### config.mk
export PLATFORM = sky130hd
export DESIGN_NAME = lcdc_decoder
export DESIGN_NICKNAME = d
export VERILOG_FILES = /design/src/lcdc_pkg.sv /design/src/lcdc_decoder.sv
export VERILOG_INCLUDE_DIRS = /design/src
export SDC_FILE = /design/constraint.sdc
export NUM_CORES = 1
export LEC_CHECK = 0
export ABC_AREA = 1
export BUFFER_PORTS_ARGS = -buffer_cell sky130_fd_sc_hd__buf_2
export CORE_MARGIN = 5
export CORE_UTILIZATION = 30
export CTS_CLUSTER_SIZE = 25
export DETAILED_ROUTE_END_ITERATION = 10
export GPL_ROUTABILITY_DRIVEN = 0
export GPL_TIMING_DRIVEN = 0
export PLACE_DENSITY_LB_ADDON = 0.3
export SLEW_MARGIN = 20
export SYNTH_ARGS = -nofsm -noshare
export SYNTH_HDL_FRONTEND = slang
export SYNTH_SLANG_ARGS = --single-unit
### constraint.sdc
create_clock -name clk_i -period 1.3 [get_ports clk_i]
set_input_delay 0.26 -clock clk_i [delete_from_list [all_inputs] [get_ports clk_i]]
set_output_delay 0.26 -clock clk_i [all_outputs]
set_load 0.03 [all_outputs]
### src/lcdc_params.svh
// constants for the lcd command decoder
`ifndef LCDC_PARAMS_SVH
`define LCDC_PARAMS_SVH
`define LCDC_CONT_BIT     7
`define LCDC_MODE_STATIC  2'h1
`define LCDC_MODE_MUX2    2'h2
`define LCDC_MODE_MUX3    2'h3
`define LCDC_MODE_MUX4    2'h0
`define LCDC_RST_MODE     2'h0
`define LCDC_RST_PTR      5'h00
`define LCDC_RST_SUB      3'h0
`define LCDC_PTR_LAST     5'h1F
`endif

### src/lcdc_pkg.sv
// types for the lcd command decoder
package lcdc_pkg;
  typedef enum logic [1:0] {
    LCDC_IDLE = 2'h0,
    LCDC_CMD  = 2'h1,
    LCDC_DATA = 2'h3
  } lcdc_state_t;

  typedef struct packed {
    logic       display_en;
    logic       bias_half;
    logic [1:0] drive_mode;
    logic       in_bank;
    logic       out_bank;
    logic       blink_alt_bank;
    logic [1:0] blink_rate_sel;
  } lcdc_status_t;

  typedef struct packed {
    logic       we;
    logic [4:0] addr;
    logic [3:0] mask;
    logic [3:0] data;
  } lcdc_ram_wr_t;
endpackage

### src/lcdc_decoder.sv
// lcd driver command decoder and display controller state
`include "lcdc_params.svh"

module lcdc_decoder (
  input  wire logic              clk_i,       // 40 MHz clock
  input  wire logic              rst_i,       // sync reset, active high
  input  wire logic              start_i,     // addressed transfer begins
  input  wire logic              stop_i,      // transfer ends
  input  wire logic              byte_vld_i,  // complete byte received
  input  wire logic [7:0]        byte_i,      // received byte
  input  wire logic [2:0]        hw_sub_i,    // hardware subaddress pins
  output logic                   ack_o,       // acknowledge this byte
  output lcdc_pkg::lcdc_status_t status_o,    // display status state
  output logic                   blink_alt_o, // effective alternate blink
  output logic [4:0]             ptr_o,       // ram address pointer
  output logic [2:0]             sub_o,       // subaddress counter
  output lcdc_pkg::lcdc_ram_wr_t ram_wr_o     // ram write strobe and data
);
  import lcdc_pkg::*;

  // ==========================================================
  // helpers

  // drive modes that have two ram banks (static and 1:2)
  function automatic logic mode_banks(input logic [1:0] mode);
    mode_banks = (mode == `LCDC_MODE_STATIC) ||
                 (mode == `LCDC_MODE_MUX2);
  endfunction

  // status after reset: display off, 1:4 multiplex, bank 0, no blink
  localparam lcdc_status_t STAT_RST = '{
    display_en     : 1'b0,
    bias_half      : 1'b0,
    drive_mode     : `LCDC_RST_MODE,
    in_bank        : 1'b0,
    out_bank       : 1'b0,
    blink_alt_bank : 1'b0,
    blink_rate_sel : 2'h0
  };

  // ==========================================================
  // state and decode signals

  lcdc_state_t  st_r;      // transfer phase
  lcdc_state_t  st_nxt;    // next transfer phase
  lcdc_status_t stat_r;    // display controller status
  lcdc_status_t stat_nxt;  // next status
  logic [4:0]   ptr_r;     // display ram pointer
  logic [4:0]   ptr_nxt;   // next pointer
  logic [2:0]   sub_r;     // subaddress counter
  logic [2:0]   sub_nxt;   // next subaddress
  lcdc_ram_wr_t wr_r;      // registered ram write
  lcdc_ram_wr_t wr_nxt;    // next ram write
  logic         sel;       // counter matches the pins
  logic         cmd_vld;   // command byte taken
  logic         dat_vld;   // display byte taken
  logic         is_ptr;    // pointer load pattern
  logic         is_mode;   // mode-set pattern
  logic         is_sub;    // subaddress select pattern
  logic         is_bank;   // bank-select pattern
  logic         is_blink;  // blink-select pattern
  logic [7:0]   b;         // byte under decode
  logic [1:0]   m;         // current drive mode

  // ==========================================================
  // byte classification

  // short aliases for the decode below
  assign b = byte_i;
  assign m = stat_r.drive_mode;

  // start and stop win over a byte in the same cycle
  assign cmd_vld = byte_vld_i && !start_i && !stop_i &&
                   (st_r == LCDC_CMD);
  assign dat_vld = byte_vld_i && !start_i && !stop_i &&
                   (st_r == LCDC_DATA);

  assign is_ptr   = (b[6:5] == 2'h0);
  assign is_mode  = (b[6:5] == 2'h2);
  assign is_sub   = (b[6:3] == 4'hC);
  assign is_bank  = (b[6:2] == 5'h1E);
  assign is_blink = (b[6:3] == 4'hE);

  assign sel = (sub_r == hw_sub_i);

  // ==========================================================
  // acknowledge

  // commands always, data only when this device is selected
  always_comb begin
    ack_o = 1'b0;
    if (byte_vld_i) begin
      ack_o = (st_r == LCDC_CMD) || (st_r == LCDC_DATA && sel);
    end
  end

  // ==========================================================
  // transfer phase

  // start opens the command phase, stop returns to idle
  always_comb begin
    st_nxt = st_r;
    if (start_i) begin
      st_nxt = LCDC_CMD;
    end else if (stop_i) begin
      st_nxt = LCDC_IDLE;
    end else if (cmd_vld && !b[`LCDC_CONT_BIT]) begin
      st_nxt = LCDC_DATA;
    end
  end

  // phase register
  always_ff @(posedge clk_i) begin
    if (rst_i) begin
      st_r <= LCDC_IDLE;
    end else begin
      st_r <= st_nxt;
    end
  end

  // ==========================================================
  // status state

  // fields a command does not carry keep their value
  always_comb begin
    stat_nxt = stat_r;
    if (cmd_vld && is_mode) begin
      stat_nxt.display_en = b[3];
      stat_nxt.bias_half  = b[2];
      stat_nxt.drive_mode = b[1:0];
    end
    if (cmd_vld && is_bank && mode_banks(m)) begin
      stat_nxt.in_bank  = b[1];
      stat_nxt.out_bank = b[0];
    end
    if (cmd_vld && is_blink) begin
      stat_nxt.blink_alt_bank = b[2];
      stat_nxt.blink_rate_sel = b[1:0];
    end
  end

  always_ff @(posedge clk_i) begin
    if (rst_i) begin
      stat_r <= STAT_RST;
    end else begin
      stat_r <= stat_nxt;
    end
  end

  // ==========================================================
  // pointer and subaddress counter

  // loads from commands; the pointer advances after every display byte, the subaddress only when the pointer wraps
  always_comb begin
    ptr_nxt = ptr_r;
    sub_nxt = sub_r;
    if (cmd_vld && is_ptr) begin
      ptr_nxt = b[4:0];
    end
    if (cmd_vld && is_sub) begin
      sub_nxt = b[2:0];
    end
    if (dat_vld) begin
      if (ptr_r == `LCDC_PTR_LAST) begin
        ptr_nxt = 5'h00;
        sub_nxt = sub_r + 3'h1;
      end else begin
        ptr_nxt = ptr_r + 5'h01;
      end
    end
  end

  // pointer registers
  always_ff @(posedge clk_i) begin
    if (rst_i) begin
      ptr_r <= `LCDC_RST_PTR;
      sub_r <= `LCDC_RST_SUB;
    end else begin
      ptr_r <= ptr_nxt;
      sub_r <= sub_nxt;
    end
  end

  // ==========================================================
  // ram write

  // one address per byte, bits taken msb first; the strobe is
  // a single cycle and stays low when another device is selected
  always_comb begin
    wr_nxt = '0;
    if (dat_vld) begin
      wr_nxt.we   = sel;
      wr_nxt.addr = ptr_r;
      unique case (m)
        `LCDC_MODE_STATIC: begin
          wr_nxt.mask = stat_r.in_bank ? 4'h4 : 4'h1;
          wr_nxt.data = {1'b0, b[7], 1'b0, b[7]};
        end
        `LCDC_MODE_MUX2: begin
          wr_nxt.mask = stat_r.in_bank ? 4'hC : 4'h3;
          wr_nxt.data = {b[6], b[7], b[6], b[7]};
        end
        `LCDC_MODE_MUX3: begin
          wr_nxt.mask = 4'h7;
          wr_nxt.data = {1'b0, b[5], b[6], b[7]};
        end
        `LCDC_MODE_MUX4: begin
          wr_nxt.mask = 4'hF;
          wr_nxt.data = {b[4], b[5], b[6], b[7]};
        end
      endcase
    end
  end

  // write strobe register
  always_ff @(posedge clk_i) begin
    if (rst_i) begin
      wr_r <= '0;
    end else begin
      wr_r <= wr_nxt;
    end
  end

  // ==========================================================
  // outputs

  // alternate blink only in banked modes
  assign blink_alt_o = stat_r.blink_alt_bank && mode_banks(m);
  // registered state straight to the ports
  assign status_o    = stat_r;
  assign ptr_o       = ptr_r;
  assign sub_o       = sub_r;
  assign ram_wr_o    = wr_r;
endmodule

==> results_dict.tcl <==
set metrics [dict create \
    grt_pass1_wl_um 7480 \
    ys.flop_type "dfxtp_1" \
    violations "setup timing" \
    whs_path_depth 2 \
    dp.cells 342 \
    die-height_um 83.3 \
    wl_met3_um 270 \
    finalHoldViolCount 0 \
    final_antenna_net_count 0 \
    fp.dieW_um 83.3 \
    irDropWorstVdd_mv 0.325 \
    cap_viol_max_count 0 \
    highest-signal-layer "met4" \
    synth_edf_count 0 \
    grt-ovfl-total 0 \
    met2_length_um 2110 \
    fin_nets 321 \
    drt_wl_total_um 4400 \
    leakage_nw 1.20 \
    ys_seq_area_share_pct 41.0 \
    mostFrequentLayoutCells "46 x buf_2, 39 x nor2_1, 34 x nand2_1" \
    critPathKind "reg2out" \
    grt_util_all_layers_pct 13.2 \
    fmax_mhz 692 \
    cellPowerDensity_mw_per_mm2 816 \
    vias_per_cell 4.42 \
    relSlewSlack_pct 80.6 \
    fin_util_pct 46.0 \
    ctsHoldBuffers 0 \
    root_buffer "clkbuf_8" \
    htree_num_levels 2 \
    wl_met1_um 1960 \
    outcome "complete, but fails checks" \
    port_buffers 47 \
    ys_seq_elements 33 \
    finalMaxSlewViolations 0 \
    syn_area_sq_mm 0.00161 \
    ys_warn_count 0 \
    setup_viol_count_final 2 \
    cts.sinks 33 \
    min_path_type "in2reg" \
    syn_to_final_growth_pct 47.5 \
    start_util_pct 31.2 \
    drt_pass1_iterations 4 \
    fin_cells 369 \
    tightest_slew_ns 0.288 \
    startpoint_type "flop" \
    wire_per_inst_um 11.9 \
    vias 1632 \
    syn_inst 225 \
    r2r_setup_slack_ns 0 \
    fin_ws_ns -0.146 \
    required_ns 1.04 \
    antenna_found_initial 0 \
    synthArstFlopShare_pct 0 \
    period_share_pct 111 \
    rows 26 \
    io_pins 49 \
    grt_pass1_vias 1646 \
    antennaDiodeCount 0 \
    final_common_cell "buf_2" \
    yosysUniqueCellTypes 27 \
    die-area_sq_mm 0.00694 \
    drive_above_1_share_pct 42.1 \
    cp.arrival_ns 1.19 \
    hold_slack_ns 0.222 \
    syn_nets 248 \
    core-area_sq_mm 0.00517 \
    synth.avg_cell_area_sq_um 7.17 \
    hpwl_um 3110 \
    period_needed_ns 1.45 \
    clk_path_buf_depth 2 \
    r2r_cells 8 \
    drc_errors 0 \
    final.setup_skew_ns 0.00527 \
    worstSkewPairLatency_ns 0.29 \
    path_clk_slew_ns 0.07 \
    cts_tree "yes" \
    grt_max_degree 12 \
    drt_iter0_drc 89 \
    crit_fanout 2 \
    cts_buffers 5 \
    rsz0062_at_grt "true" \
    critPathCaptureType "output pin" \
]
==> worst max-delay path, cell delays in order (launching register included) <==
cell,delay (ns)
dfxtp_4,0.37
inv_4,0.04
ha_4,0.26
nand2_2,0.06
inv_2,0.05
buf_6,0.12
==> metal layers <==
metal	vias to the layer above	GRT usage, %
met5	-	0
met4	0	4.90
met3	5	4.46
met2	40	21.5
met1	730	16.1
li1	857	-
==> cells in the mapped netlist, drive strengths merged, types with 2 or more instances <==
master / number / share of area [%]
nor3: 3 / 1.2
a21oi: 9 / 2.8
inv: 34 / 7.9
nand3: 18 / 5.9
xnor2: 4 / 2.2
xor2: 2 / 1.1
nand2: 41 / 10
nor2: 49 / 12
ha: 7 / 5.4
a211oi: 2 / 1.2
dfxtp: 33 / 41
o21ai: 10 / 3.1
o21bai: 3 / 1.4
nand4: 4 / 1.6
buf: 4 / 1.9
==> what timing repair did <==
| action | CTS | global route |
|---|---|---|
| endpoints found under the setup margin | 12 | 20 |
| setup buffers | 14 | 5 |
| resized for setup | 25 | 18 |
| pin swaps | 12 | 13 |
==> layout make-up <==
class,count,area [sq um]
Fill cell,503,2790
Multi-Input combinational cell,154,943
Sequential cell,33,689
Timing Repair Buffer,66,402
Inverter,34,135
Tap cell,70,87.6
Clock buffer,5,68.8
Buffer,4,35.0
Clock inverter,3,17.5
==> sequential cells by signal (all words and copies together) (netlist names) <==
signal,count
m,2
ptr_o,5
st_r,2
status_o,7
ram_wr_o,14
sub_o,3
==> cells by family (layout without fill, tap and decap cells) <==
family,count (synthesis),count (layout),synth area share [%]
AOI/OAI and AO/OA,25,25,9.08
DFF,33,33,41.0
xor gates and xnor gates,6,6,3.26
and+or+nand+nor,116,116,31.4
adders and majority gates,7,7,5.43
buffers and inverters,38,112,9.85
==> per-stage QoR <==
step | worst slack (ns) | power [mW] | TNS [ns] | area (sq um)
2_1_floorplan | -0.0291 | 1.12 | -0.0872 | 1680
4_1_cts | -0.159 | 1.95 | -0.475 | 2280
6_report | -0.146 | 1.94 | -0.287 | 2380
3_5_place_dp | -0.0777 | 1.17 | -0.585 | 2000
3_3_place_gp | -0.0643 | 1.17 | -0.499 | 2000
5_1_grt | -0.211 | 2.03 | -0.748 | 2380
==> worst paths after layout <==
| path | startpoint | to |
|---|---|---|
| setup / recovery | m[1] | blink_alt_o |
| hold reg to reg | status_o[1] | status_o[1] |
| setup reg to reg | m[1] | status_o[4] |
| hold / removal | rst_i | st_r[0] |
==> power breakdown <==
part           switching, mW  leakage [nW]  total, mW  internal [mW]
clock                  0.395        0.0439      0.764          0.369
combinational          0.102         0.882      0.165         0.0625
sequential           0.00580         0.273       1.01           1.01
total                  0.503          1.20       1.94           1.44
Note: power is estimated with default switching activity, not from simulation.
